### src/logic/acsp_pkg.sv
// Constants shared by the audio control serial port.
// Assumes a single system clock; the serial pins are asynchronous to it.
package acsp_pkg;

    // Frame layout.
    localparam logic [1:0] ADDR_MATCH = 2'h2;
    localparam logic [3:0] WORD_BITS = 4'h9;
    localparam int SYNC_STAGES = 3;

    // Function codes carried in the top three bits of the word.
    localparam logic [2:0] FN_INSEL = 3'h0;
    localparam logic [2:0] FN_BASS = 3'h1;
    localparam logic [2:0] FN_TREBLE = 3'h2;
    localparam logic [2:0] FN_VOLUME = 3'h3;
    localparam logic [2:0] FN_RF = 3'h4;
    localparam logic [2:0] FN_LF = 3'h5;
    localparam logic [2:0] FN_RR = 3'h6;
    localparam logic [2:0] FN_LR = 3'h7;

    // Decode limits, in 2 dB steps of one code each.
    localparam logic [5:0] VOL_TOP_CODE = 6'h28;
    localparam logic [6:0] VOL_RANGE_DB = 7'h50;
    localparam logic [3:0] TONE_TOP_CODE = 4'hc;
    localparam logic [4:0] TONE_OFFSET_DB = 5'h0c;
    localparam logic [4:0] FAD_TOP_CODE = 5'h14;
    localparam logic [5:0] FAD_RANGE_DB = 6'h28;

    // Reset values: volume and faders at minimum, tone flat, inputs open.
    localparam logic [5:0] RST_VOLUME = 6'h00;
    localparam logic [5:0] RST_FADER = 6'h00;
    localparam logic [5:0] RST_TONE = 6'h06;
    localparam logic [5:0] RST_INSEL = 6'h00;

    typedef enum logic [3:0] {
        ST_IDLE = 4'h1,
        ST_ADDR = 4'h2,
        ST_DATA = 4'h4,
        ST_SKIP = 4'h8
    } acsp_state_e;

endpackage : acsp_pkg

### src/logic/acsp_pin_sync.sv
// Three-stage synchroniser for one serial pin, with level and edge pulses.
// Assumes the pin is asynchronous to clk and changes far slower than clk.
`timescale 1ns/1ps
module acsp_pin_sync #(
    parameter logic RST_LVL = 1'b0
) (
    // Clock and reset.
    input wire logic clk,
    input wire logic rst,
    // Pin side.
    input wire logic pin,
    // Filtered level and one-cycle edges.
    output logic lvl,
    output logic rise,
    output logic fall
);

    typedef struct packed {
        logic [2:0] sh;
        logic lvl;
        logic rise;
        logic fall;
    } acsp_sync_s;

    acsp_sync_s s_r;
    acsp_sync_s s_nxt;

    // A change counts only once the second and third stages agree.
    always_comb begin
        s_nxt = s_r;
        s_nxt.sh = {s_r.sh[1:0], pin};
        s_nxt.rise = 1'b0;
        s_nxt.fall = 1'b0;
        if (s_r.sh[2] == s_r.sh[1] && s_r.sh[1] != s_r.lvl) begin
            s_nxt.lvl = s_r.sh[1];
            s_nxt.rise = s_r.sh[1];
            s_nxt.fall = !s_r.sh[1];
        end
    end

    always_ff @(posedge clk) begin
        if (rst) begin
            s_r <= {{3{RST_LVL}}, RST_LVL, 1'b0, 1'b0};
        end else begin
            s_r <= s_nxt;
        end
    end

    assign lvl = s_r.lvl;
    assign rise = s_r.rise;
    assign fall = s_r.fall;

endmodule : acsp_pin_sync

### src/logic/acsp_decode.sv
// Combinational decode of the latched setting codes into gains.
// Assumes codes come straight from the setting latches; caller registers outputs.
`timescale 1ns/1ps
module acsp_decode (
    // Latched codes.
    input wire logic [5:0] vol_code,
    input wire logic [5:0] bass_code,
    input wire logic [5:0] treble_code,
    input wire logic [5:0] insel_code,
    input wire logic [5:0] rf_code,
    input wire logic [5:0] lf_code,
    input wire logic [5:0] rr_code,
    input wire logic [5:0] lr_code,
    // Decoded values.
    output logic [6:0] vol_atten,
    output logic signed [4:0] bass_db,
    output logic signed [4:0] treble_db,
    output logic [3:0] insel_onehot,
    output logic [5:0] rf_atten,
    output logic [5:0] lf_atten,
    output logic [5:0] rr_atten,
    output logic [5:0] lr_atten
);

    logic [3:0][5:0] fc;
    logic [3:0][5:0] fa;
    logic [3:0] bc;
    logic [3:0] tc;

    // Codes above the top step clamp there, since such codes are undefined.
    assign vol_atten = (vol_code >= acsp_pkg::VOL_TOP_CODE) ? 7'h00 :
        7'(acsp_pkg::VOL_RANGE_DB - {vol_code, 1'b0});
    assign bc = (bass_code[3:0] > acsp_pkg::TONE_TOP_CODE) ? acsp_pkg::TONE_TOP_CODE : bass_code[3:0];
    assign tc = (treble_code[3:0] > acsp_pkg::TONE_TOP_CODE) ? acsp_pkg::TONE_TOP_CODE : treble_code[3:0];
    assign bass_db = 5'({bc, 1'b0} - acsp_pkg::TONE_OFFSET_DB);
    assign treble_db = 5'({tc, 1'b0} - acsp_pkg::TONE_OFFSET_DB);

    assign fc = {lr_code, rr_code, lf_code, rf_code};

    genvar i;
    generate
        for (i = 0; i < 4; i++) begin : g_fad
            assign fa[i] = (fc[i][4:0] >= acsp_pkg::FAD_TOP_CODE) ? 6'h00 :
                6'(acsp_pkg::FAD_RANGE_DB - {fc[i][4:0], 1'b0});
            assign insel_onehot[i] = !insel_code[3] && insel_code[2:0] == 3'(i + 1);
        end
    endgenerate

    assign rf_atten = fa[0];
    assign lf_atten = fa[1];
    assign rr_atten = fa[2];
    assign lr_atten = fa[3];

endmodule : acsp_decode

### src/logic/acsp_core.sv
// Serial control port of a stereo tone, volume, fader and selector chip.
// Assumes a controller drives strobe, serial clock and data far slower than clk.
`timescale 1ns/1ps
module acsp_core (
    // Clock and reset.
    input wire logic clk,
    input wire logic rst,
    // Serial pins, all asynchronous to clk.
    input wire logic strobe_n,
    input wire logic sclk,
    input wire logic sdata,
    // Setting latches.
    output logic [5:0] input_selector,
    output logic [5:0] bass_tone,
    output logic [5:0] treble_tone,
    output logic [5:0] master_volume,
    output logic [5:0] right_front_attenuator,
    output logic [5:0] left_front_attenuator,
    output logic [5:0] right_rear_attenuator,
    output logic [5:0] left_rear_attenuator,
    // Decoded settings.
    output logic [6:0] volume_atten_db,
    output logic signed [4:0] bass_gain_db,
    output logic signed [4:0] treble_gain_db,
    output logic [3:0] input_onehot,
    output logic [5:0] rf_atten_db,
    output logic [5:0] lf_atten_db,
    output logic [5:0] rr_atten_db,
    output logic [5:0] lr_atten_db
);

    typedef struct packed {
        acsp_pkg::acsp_state_e st;
        logic acnt;
        logic abit;
        logic [8:0] sr;
        logic [3:0] dcnt;
        logic [7:0][5:0] lat;
        logic [6:0] vol;
        logic [4:0] bass;
        logic [4:0] treb;
        logic [3:0] sel;
        logic [3:0][5:0] fad;
    } acsp_core_s;

    acsp_core_s c_r;
    acsp_core_s c_nxt;

    logic stb_lvl;
    logic stb_rise;
    logic stb_fall;
    logic sck_rise;
    logic sd_lvl;
    logic [6:0] d_vol;
    logic [4:0] d_bass;
    logic [4:0] d_treb;
    logic [3:0] d_sel;
    logic [3:0][5:0] d_fad;

    // The data pin takes the same path as the clock pin, so they stay aligned.
    acsp_pin_sync #(.RST_LVL(1'b1)) u_stb (
        .clk(clk),
        .rst(rst),
        .pin(strobe_n),
        .lvl(stb_lvl),
        .rise(stb_rise),
        .fall(stb_fall)
    );

    acsp_pin_sync #(.RST_LVL(1'b0)) u_sck (
        .clk(clk),
        .rst(rst),
        .pin(sclk),
        .lvl(),
        .rise(sck_rise),
        .fall()
    );

    acsp_pin_sync #(.RST_LVL(1'b0)) u_sd (
        .clk(clk),
        .rst(rst),
        .pin(sdata),
        .lvl(sd_lvl),
        .rise(),
        .fall()
    );

    acsp_decode u_dec (
        .vol_code(c_r.lat[acsp_pkg::FN_VOLUME]),
        .bass_code(c_r.lat[acsp_pkg::FN_BASS]),
        .treble_code(c_r.lat[acsp_pkg::FN_TREBLE]),
        .insel_code(c_r.lat[acsp_pkg::FN_INSEL]),
        .rf_code(c_r.lat[acsp_pkg::FN_RF]),
        .lf_code(c_r.lat[acsp_pkg::FN_LF]),
        .rr_code(c_r.lat[acsp_pkg::FN_RR]),
        .lr_code(c_r.lat[acsp_pkg::FN_LR]),
        .vol_atten(d_vol),
        .bass_db(d_bass),
        .treble_db(d_treb),
        .insel_onehot(d_sel),
        .rf_atten(d_fad[0]),
        .lf_atten(d_fad[1]),
        .rr_atten(d_fad[2]),
        .lr_atten(d_fad[3])
    );

    always_comb begin
        c_nxt = c_r;
        c_nxt.vol = d_vol;
        c_nxt.bass = d_bass;
        c_nxt.treb = d_treb;
        c_nxt.sel = d_sel;
        c_nxt.fad = d_fad;
        if (stb_fall) begin
            c_nxt.st = acsp_pkg::ST_ADDR;
            c_nxt.acnt = 1'b0;
            c_nxt.dcnt = 4'h0;
        end else if (stb_rise) begin
            // A clock edge seen together with the strobe rise is dropped.
            if (c_r.st == acsp_pkg::ST_DATA && c_r.dcnt == acsp_pkg::WORD_BITS) begin
                c_nxt.lat[c_r.sr[8:6]] = c_r.sr[5:0];
            end
            c_nxt.st = acsp_pkg::ST_IDLE;
        end else if (sck_rise && !stb_lvl) begin
            case (c_r.st)
                acsp_pkg::ST_ADDR: begin
                    if (!c_r.acnt) begin
                        c_nxt.abit = sd_lvl;
                        c_nxt.acnt = 1'b1;
                    end else if ({c_r.abit, sd_lvl} == acsp_pkg::ADDR_MATCH) begin
                        c_nxt.st = acsp_pkg::ST_DATA;
                    end else begin
                        c_nxt.st = acsp_pkg::ST_SKIP;
                    end
                end
                acsp_pkg::ST_DATA: begin
                    // Older bits fall off the top, so padding is harmless.
                    c_nxt.sr = {c_r.sr[7:0], sd_lvl};
                    if (c_r.dcnt != acsp_pkg::WORD_BITS) begin
                        c_nxt.dcnt = c_r.dcnt + 4'h1;
                    end
                end
                default: begin
                end
            endcase
        end
    end

    // Latches keep their value; only the strobe rise of an addressed frame writes.
    always_ff @(posedge clk) begin
        if (rst) begin
            c_r.st <= acsp_pkg::ST_IDLE;
            c_r.acnt <= 1'b0;
            c_r.abit <= 1'b0;
            c_r.sr <= 9'h000;
            c_r.dcnt <= 4'h0;
            c_r.lat <= {acsp_pkg::RST_FADER, acsp_pkg::RST_FADER, acsp_pkg::RST_FADER,
                acsp_pkg::RST_FADER, acsp_pkg::RST_VOLUME, acsp_pkg::RST_TONE,
                acsp_pkg::RST_TONE, acsp_pkg::RST_INSEL};
            c_r.vol <= acsp_pkg::VOL_RANGE_DB;
            c_r.bass <= 5'h00;
            c_r.treb <= 5'h00;
            c_r.sel <= 4'h0;
            c_r.fad <= {4{acsp_pkg::FAD_RANGE_DB}};
        end else begin
            c_r <= c_nxt;
        end
    end

    assign input_selector = c_r.lat[acsp_pkg::FN_INSEL];
    assign bass_tone = c_r.lat[acsp_pkg::FN_BASS];
    assign treble_tone = c_r.lat[acsp_pkg::FN_TREBLE];
    assign master_volume = c_r.lat[acsp_pkg::FN_VOLUME];
    assign right_front_attenuator = c_r.lat[acsp_pkg::FN_RF];
    assign left_front_attenuator = c_r.lat[acsp_pkg::FN_LF];
    assign right_rear_attenuator = c_r.lat[acsp_pkg::FN_RR];
    assign left_rear_attenuator = c_r.lat[acsp_pkg::FN_LR];
    assign volume_atten_db = c_r.vol;
    assign bass_gain_db = c_r.bass;
    assign treble_gain_db = c_r.treb;
    assign input_onehot = c_r.sel;
    assign rf_atten_db = c_r.fad[0];
    assign lf_atten_db = c_r.fad[1];
    assign rr_atten_db = c_r.fad[2];
    assign lr_atten_db = c_r.fad[3];

    a_addr_clear: assert property (@(posedge clk) disable iff (rst)
        stb_fall |=> c_r.st == acsp_pkg::ST_ADDR && !c_r.acnt)
        else $error("Strobe fall did not restart addressing.");

    a_addr_match: assert property (@(posedge clk) disable iff (rst)
        (c_r.st == acsp_pkg::ST_ADDR && c_r.acnt && sck_rise && !stb_lvl && !stb_fall
        && !stb_rise && c_r.abit && !sd_lvl) |=> c_r.st == acsp_pkg::ST_DATA && c_r.dcnt == 4'h0)
        else $error("Matching address did not open the frame.");

    a_addr_reject: assert property (@(posedge clk) disable iff (rst)
        (c_r.st == acsp_pkg::ST_ADDR && c_r.acnt && sck_rise && !stb_lvl && !stb_fall
        && !stb_rise && {c_r.abit, sd_lvl} != 2'h2) |=> c_r.st == acsp_pkg::ST_SKIP)
        else $error("Foreign address was not ignored.");

    a_skip_hold: assert property (@(posedge clk) disable iff (rst)
        c_r.st == acsp_pkg::ST_SKIP |=> $stable(c_r.lat))
        else $error("Settings changed in a foreign frame.");

    a_shift_bit: assert property (@(posedge clk) disable iff (rst)
        (c_r.st == acsp_pkg::ST_DATA && sck_rise && !stb_lvl && !stb_fall && !stb_rise)
        |=> c_r.sr == {$past(c_r.sr[7:0]), $past(sd_lvl)})
        else $error("Data bit was not shifted in.");

    a_lat_cause: assert property (@(posedge clk) disable iff (rst)
        c_r.lat != $past(c_r.lat) |-> $past(stb_rise && c_r.st == acsp_pkg::ST_DATA))
        else $error("Setting changed outside a transfer.");

    a_lat_write: assert property (@(posedge clk) disable iff (rst)
        (stb_rise && c_r.st == acsp_pkg::ST_DATA && c_r.dcnt == 4'h9)
        |=> c_r.lat[$past(c_r.sr[8:6])] == $past(c_r.sr[5:0]) && c_r.st == acsp_pkg::ST_IDLE)
        else $error("Word was not moved into its latch.");

    a_stop_rise: assert property (@(posedge clk) disable iff (rst)
        (stb_rise && !stb_fall) |=> c_r.st == acsp_pkg::ST_IDLE ##1 $stable(c_r.sr))
        else $error("Shifting continued after strobe rise.");

    a_vol_min: assert property (@(posedge clk) disable iff (rst)
        (c_r.lat[acsp_pkg::FN_VOLUME] == 6'h00) [*2] |-> c_r.vol == 7'h50)
        else $error("Volume code zero is not -80 dB.");

    a_tone_flat: assert property (@(posedge clk) disable iff (rst)
        (c_r.lat[acsp_pkg::FN_TREBLE][3:0] == 4'h6) [*2] |-> c_r.treb == 5'h00)
        else $error("Treble flat code is not 0 dB.");

    a_fader_top: assert property (@(posedge clk) disable iff (rst)
        (c_r.lat[acsp_pkg::FN_LR][4:1] == 4'ha) [*2] |-> c_r.fad[3] == 6'h00)
        else $error("Fader top code is not 0 dB.");

    a_sel_open: assert property (@(posedge clk) disable iff (rst)
        (c_r.lat[acsp_pkg::FN_INSEL][3:0] == 4'h0) [*2] |-> c_r.sel == 4'h0)
        else $error("Open code selected an input.");

    a_step_2db: assert property (@(posedge clk) disable iff (rst)
        (c_r.lat[acsp_pkg::FN_BASS][3:0] == 4'h7) [*2] |-> c_r.bass == 5'h02)
        else $error("One bass step is not 2 dB.");

    a_short_drop: assert property (@(posedge clk) disable iff (rst)
        (stb_rise && c_r.st == acsp_pkg::ST_DATA && c_r.dcnt != 4'h9) |=> $stable(c_r.lat))
        else $error("A short frame changed a setting.");

    a_count_step: assert property (@(posedge clk) disable iff (rst)
        (c_r.st == acsp_pkg::ST_DATA && sck_rise && !stb_lvl && !stb_fall && !stb_rise
        && c_r.dcnt != 4'h9) |=> c_r.dcnt == $past(c_r.dcnt) + 4'h1)
        else $error("Word bit count did not advance.");

    a_foreign_hold: assert property (@(posedge clk) disable iff (rst)
        (stb_rise && c_r.st != acsp_pkg::ST_DATA) |=> $stable(c_r.lat))
        else $error("Strobe rise wrote without an address match.");

    a_idle_hold: assert property (@(posedge clk) disable iff (rst)
        c_r.st == acsp_pkg::ST_IDLE |=> $stable(c_r.sr))
        else $error("Bits shifted while the strobe was high.");

    a_other_hold: assert property (@(posedge clk) disable iff (rst)
        (stb_rise && c_r.st == acsp_pkg::ST_DATA && c_r.dcnt == 4'h9 && c_r.sr[8:6] != acsp_pkg::FN_VOLUME)
        |=> $stable(c_r.lat[acsp_pkg::FN_VOLUME]))
        else $error("Volume changed on a write to another function.");

    a_vol_mid: assert property (@(posedge clk) disable iff (rst)
        (c_r.lat[acsp_pkg::FN_VOLUME] == 6'h14) [*2] |-> c_r.vol == 7'h28)
        else $error("Volume code twenty is not -40 dB.");

    a_tone_boost: assert property (@(posedge clk) disable iff (rst)
        (c_r.lat[acsp_pkg::FN_TREBLE][3:0] == 4'hc) [*2] |-> c_r.treb == 5'h0c)
        else $error("Treble top code is not +12 dB.");

    a_tone_cut: assert property (@(posedge clk) disable iff (rst)
        (c_r.lat[acsp_pkg::FN_BASS][3:0] == 4'h0) [*2] |-> c_r.bass == 5'h14)
        else $error("Bass bottom code is not -12 dB.");

    a_fader_min: assert property (@(posedge clk) disable iff (rst)
        (c_r.lat[acsp_pkg::FN_RF][4:0] == 5'h00) [*2] |-> c_r.fad[0] == 6'h28)
        else $error("Fader bottom code is not -40 dB.");

    a_fader_mid: assert property (@(posedge clk) disable iff (rst)
        (c_r.lat[acsp_pkg::FN_LF][4:0] == 5'h0a) [*2] |-> c_r.fad[1] == 6'h14)
        else $error("Fader middle code is not -20 dB.");

    a_sel_input: assert property (@(posedge clk) disable iff (rst)
        (c_r.lat[acsp_pkg::FN_INSEL][3:0] == 4'h4) [*2] |-> c_r.sel == 4'h8)
        else $error("Input code four did not pick input four.");

endmodule : acsp_core

### config.mk
export PLATFORM = sky130hd
export DESIGN_NAME = acsp_core
export DESIGN_NICKNAME = d
export VERILOG_FILES = /design/src/logic/acsp_pkg.sv /design/src/logic/acsp_pin_sync.sv /design/src/logic/acsp_decode.sv /design/src/logic/acsp_core.sv
export SDC_FILE = /design/constraint.sdc
export NUM_CORES = 1
export LEC_CHECK = 0
export ABC_AREA = 1
export BUFFER_PORTS_ARGS = -buffer_cell sky130_fd_sc_hd__buf_2
export CAP_MARGIN = 20
export CORE_ASPECT_RATIO = 1.2
export CORE_MARGIN = 2
export CORE_UTILIZATION = 43
export CTS_CLUSTER_DIAMETER = 200
export DETAILED_ROUTE_END_ITERATION = 16
export PLACE_DENSITY = 0.74
export RECOVER_POWER = 100
export SYNTH_ARGS = -nofsm -noshare
export SYNTH_HDL_FRONTEND = slang
export SYNTH_SLANG_ARGS = --single-unit
### constraint.sdc
create_clock -name clk -period 1.92 [get_ports clk]
set_input_delay 0 -clock clk [delete_from_list [all_inputs] [get_ports clk]]
set_output_delay 0 -clock clk [all_outputs]
set_load 0.1 [all_outputs]
# == Word-level counts from Yosys, hierarchy flattened ==
# Index checks and enable logic that the tools add are counted.
# W data, S select, Z words.
# word_totals
output_inout_bits,93
regBits,127
elab_cells,125
in_bits,5
# op_classes
bitwise_logic,5
n_eq_ne,15
n_lt_le_gt_ge,9
reduce_logical,32
mux,20
addsub,8
# ops
cell,count
$bwmux W48,1
$mux W6,5
$sub A6 B6 Y6 const A,4
$ge A5 B5 Y1 const B,4
$mux W4,5
$demux W6 S3,1
$mux W17,1
$reduce_or A2 Y1,8
$mux W15,1
$mux W13,1
$reduce_and A3 Y1,4
$logic_and A1 B1 Y1,10
$sub A5 B4 Y5 const B,2
$reduce_bool A3 Y1,3
$gt A4 B4 Y1 const B,2
$reduce_and A4 Y1,2
$mux W7,1
$sub A7 B7 Y7 const A,1
$eq A3 B2 Y1 const B,2
$ge A6 B6 Y1 const B,1
$not A1 Y1,5
$reduce_and A5 Y1,1
$add A4 B1 Y4 const B,1
$eq A4 B2 Y1 const B,1
15 further kinds,22

# == Longest topological paths before layout ==
# depth
ltp_word,7
mapped_depth,10

# == By module ==
# From an unflattened synthesis, not the netlist that was laid out.
# hier_totals
hier_cells,860
area_unflattened_um2,6187.2
# by_module_without_submodules
module,seq_area_each_um2,cells_per_inst,instances,area_each_um2
acsp_core,2242.2,666,1,4922.2
acsp_decode,0.0,132,1,690.7
acsp_pin_sync at u_sck ...,120.1,22,2,192.7
acsp_pin_sync at u_stb,120.1,18,1,188.9

# == Least setup slack after synthesis ==
# OpenSTA, ideal clock, no wires.
# synth_timing
path_type,flip-flop to flip-flop
startpoint,register c_r[93] (netlist bit)
endpoint,register c_r (netlist bit input_selector[0])
stages_incl_launch_ff,9
path_slack_ps,528
synth_period_minus_slack_ps,1392
t_arrival_ps,1279
n_path_buf,2
cell_sequence,dfxtp_1 ha_1 nand3_2 nor2_4 buf_8 nand3_4 buf_6 nor2_1 nor2_1
# synth_between
elab_chain_len,3
# synth_rtl
item,line,rtl
"start, declared",acsp_core.sv:46,acsp_core_s c_r;
"start signal, assigned",acsp_core.sv:166,c_r <= c_nxt;
$eq A4 B4 Y1,acsp_core.sv:120,if (c_r.st == acsp_pkg::ST_DATA && c_r.dcnt == acsp_pkg::WORD_BITS) begin
$logic_and A1 B1 Y1,acsp_core.sv:120,
$reduce_and A3 Y1 (no source line),--,
# No other way between the ends.
# A chain may end at the register's enable or synchronous reset.

==> flow_summary.rst <==
.. list-table::
   :header-rows: 1

   * - Metric
     - Value
   * - Total Wirelength
     - 9900 um
   * - Yosys top cell area share
     - 43.8%
   * - Post-route clock skew
     - 0.00699 ns
   * - Capturing element type of the critical path
     - register
   * - Setup repair after global routing missed its margin
     - false
   * - Fraction of the yosys area taken by sequential cells
     - 43.8%
   * - Sw Share
     - 20.5%
   * - Clock tree from TritonCTS
     - yes
   * - Length of the first detailed-routing pass in iterations
     - 4
   * - Initial standard-cell utilization of the core
     - 43.7%
   * - Int Pwr
     - 4.55 mW
   * - Layout Cell Area excl Fill
     - 5880 sq um
   * - Post-route minimum period
     - 1.69 ns
   * - Htree depth
     - 4
   * - Number of routed nets with antenna violations
     - 0
   * - Buf/Inv on CP
     - 4
   * - Via density per instance
     - 4.38
   * - Number of buffers created by CTS
     - 17
   * - Vias
     - 4,046
   * - Share of final-layout standard cells stronger than drive strength 1
     - 10.0%
   * - Portion of total power attributed to combinational logic
     - 2.3%
   * - Total standard cell area after synthesis
     - 5480 sq um
   * - Antenna diode count
     - 0
   * - Slew at the pin closest to its max-slew limit
     - 1.22 ns
   * - Post-DP HPWL
     - 6720 um
   * - Final setup TNS
     - 0 ns
   * - Status
     - finished, final reports clean
   * - Worst setup path category
     - input port to register
   * - Total core area
     - 12,600 sq um
   * - CP Max Fanout
     - 26
   * - Setup-failing EPs final
     - 0
   * - Port Buffers
     - 90
   * - Global route overflow
     - 0
   * - Global-route usage over all layers
     - 14.9%
   * - Net count of the finished layout
     - 763
   * - Clock slew at the register clock pins of the worst setup and hold paths
     - 0.05 ns
   * - Number of warning messages in the yosys log
     - 0
   * - Via count of the first global-routing pass
     - 3,446
   * - Clock root buffer
     - clkbuf_16
   * - Die footprint
     - 13,700 sq um
   * - Max Cap Violations
     - 0
   * - Post-CTS setup buffers
     - 0
   * - Hold Buf Count CTS
     - 4
   * - Final Max Slew Viols
     - 0
   * - Final setup slack of the worst path
     - 0.226 ns
   * - Number of DRC markers in iteration 0
     - 144
   * - Worst path max stage delay
     - 0.70 ns
   * - Power share of the clock group
     - 54.0%
   * - Power consumption
     - 5.73 mW
   * - Type of origin of the critical path
     - input port
   * - Instance area at placement
     - 5370 sq um
   * - Wire length of the first global-routing pass
     - 16,100 um
   * - Total power density per cell area
     - 974 nW/um^2
   * - Most frequent cells after synthesis
     - 166 x nor2_1, 141 x nand2_1, 120 x dfxtp_1
   * - Placer's final routability congestion estimate
     - 0.762
   * - Max Clk Rate
     - 590 MHz
   * - Static leakage power
     - 2.84 nW
   * - Dominant register cell in the synthesized netlist
     - dfxtp_1
   * - Relative slew slack
     - 18.7%
   * - DR WL/cell
     - 10.7 um
   * - Layer with the highest usage
     - met2
   * - Most common cell in the synthesized netlist
     - nor2_1
   * - Number of primary I/O pins
     - 98
   * - Relative area change from synthesis to final layout
     - 7.26%
   * - Row Count
     - 45
   * - Pre-CTS WS
     - 0.299 ns
   * - Arrival time worst endpoint
     - 2.03 ns
   * - Number of flip-flops and latches in the synthesized netlist
     - 120
   * - FFs w/ async S/R, synth
     - 0%
   * - PostCTS Resize Cnt
     - 0
   * - Cell type with the highest aggregate area in the netlist
     - dfxtp_1
   * - Net load switching power
     - 1.17 mW
   * - Maximum number of pins on one net before global-route repair
     - 33
   * - Number of enable flip-flop cells after synthesis
     - 0
   * - Library cells used by synthesis
     - 28
   * - Sinks on Clock Net
     - 120
   * - Leading post-synthesis cells by cell area
     - dfxtp_1 44%, buf_4 13%, nor2_1 11%
   * - Maximum ir drop on the vdd rail
     - 0.000549 V
   * - Width of the die
     - 107 um
   * - Vertical die dimension
     - 128 um
   * - Number of instances in the synthesized netlist
     - 742
   * - Crit-path cells
     - dlygate4sd3_1 -> clkbuf_1 -> inv_1 -> clkbuf_2 -> o21ai_0 -> nor2_1
   * - Routing usage on met3
     - 4.27%
   * - Average cell area after synthesis
     - 7.39 sq um
   * - Met2 global-route usage
     - 24.5%
   * - Critical-path cell with the highest stage delay
     - inv_1
   * - Hold crit path type
     - input port to register
   * - Number of antenna violations at the first check in global routing
     - 0
   * - WP data required
     - 2.26 ns
   * - Clock Tree Buf Depth
     - 2
   * - Final Hold Viols
     - 0
   * - Cell class contributing the biggest share of worst-path delay
     - buffers and inverters
   * - GR Util met1
     - 18.1%
   * - Fraction of the core area covered by cells at the end of the flow
     - 46.8%
   * - Skew-Pair Late Insertion Delay
     - 0.40 ns
   * - Remaining routing DRC violations
     - 0
   * - Part of the total power dissipated in sequential elements
     - 43.7%
   * - Final Cycle Share
     - 88.2%
layout make-up:
class,instances,area [sq um]
tap,164,205
clock buffer,23,488
inverter,87,327
multi-input combinational,422,1910
clock inverter,7,93.8
sequential,120,2400
timing repair buffer,101,458
fill,1259,6680
registers in the layout, indices dropped and copies added, names as in the netlist, 4 cells and up:
name,flops
input_onehot,4
left_front_attenuator,6
left_rear_attenuator,6
treble_tone,6
bass_gain_db,4
right_front_attenuator,6
master_volume,6
right_rear_attenuator,6
lr_atten_db,5
rf_atten_db,5
input_selector,6
volume_atten_db,6
treble_gain_db,4
c_r,19
rr_atten_db,5
bass_tone,6
lf_atten_db,5
worst reg2reg max path, stage by stage, from the launching register on:
cell	delay (ns)
dfxtp_1	0.41
ha_1	0.19
nand3_1	0.16
nor2_4	0.15
buf_4	0.23
nand3_2	0.21
nand2_1	0.12
nand2_1	0.05
nor2_1	0.10
power groups by stage:
stage	Clock, mW	Combinational [mW]	Sequential (mW)
after detailed placement	0	0.130	2.56
after floorplan	0	0.117	2.56
final	3.09	0.133	2.50
after global placement	0	0.130	2.56
after CTS	3.15	0.136	2.50
after global routing	3.27	0.143	2.50
cells in the final DEF, fill, tap and decap left out:
cell	netlist	layout
nor2_4	2	2
clkbuf_16	0	17
xor2_1	4	4
inv_1	82	82
or2_2	7	7
clkinv_4	0	1
nand2_2	1	1
nand4_1	5	5
nand3_4	5	4
dfxtp_1	120	120
clkbuf_8	0	4
nand2_1	141	141
conb_1	1	7
bufinv_16	0	2
buf_12	0	1
clkbuf_2	0	21
o31ai_1	4	4
buf_4	93	2
a21oi_1	14	14
buf_2	6	3
nand3_1	18	20
nand3_2	2	1
nor2_1	166	166
dlygate4sd3_1	0	4
clkbuf_1	10	72
nand3b_1	1	1
nor3_2	1	1
clkinv_2	0	2
nor3b_1	1	1
clkinvlp_4	0	2
inv_2	5	5
nor3_1	8	8
o21ai_0	26	26
ha_1	9	9
worst paths after layout:
path | from | endpoint | slack (ns) | depth (start not counted)
worst max-delay path | rst | c_r[102] | 0.23 | 6
worst min-delay path | strobe_n | u_stb.s_nxt[4] | 0.31 | 3
worst max register to register | c_r[93] | bass_tone[3] | 0.25 | 8
worst min register to register | u_sd.s_nxt[4] | u_sd.s_nxt[5] | 0.40 | 2
per-stage QoR:
stage | instances | hold slack, ns
floorplan | 748 | 0.104
global placement | 890 | 0.184
detailed placement | 890 | 0.186
CTS | 924 | 0.293
global route | 924 | 0.300
finish | 924 | 0.311
per-layer routing:
metal	share of wire, %	vias up
met5	0	-
met2	47	99
li1	-	2158
met4	2.0	0
met1	46	1773
met3	4.8	16
logic make-up after synthesis:
family | count (synthesis) | synth area share, %
other | 1 | 0.0684
AOI/OAI and AO/OA | 44 | 4.20
adders and majority gates | 9 | 2.05
xor gates and xnor gates | 4 | 0.639
buffers and inverters | 206 | 21.5
and+or+nand+nor | 358 | 27.7
DFF | 120 | 43.8
No activity file was read; power rests on OpenSTA's default activity.
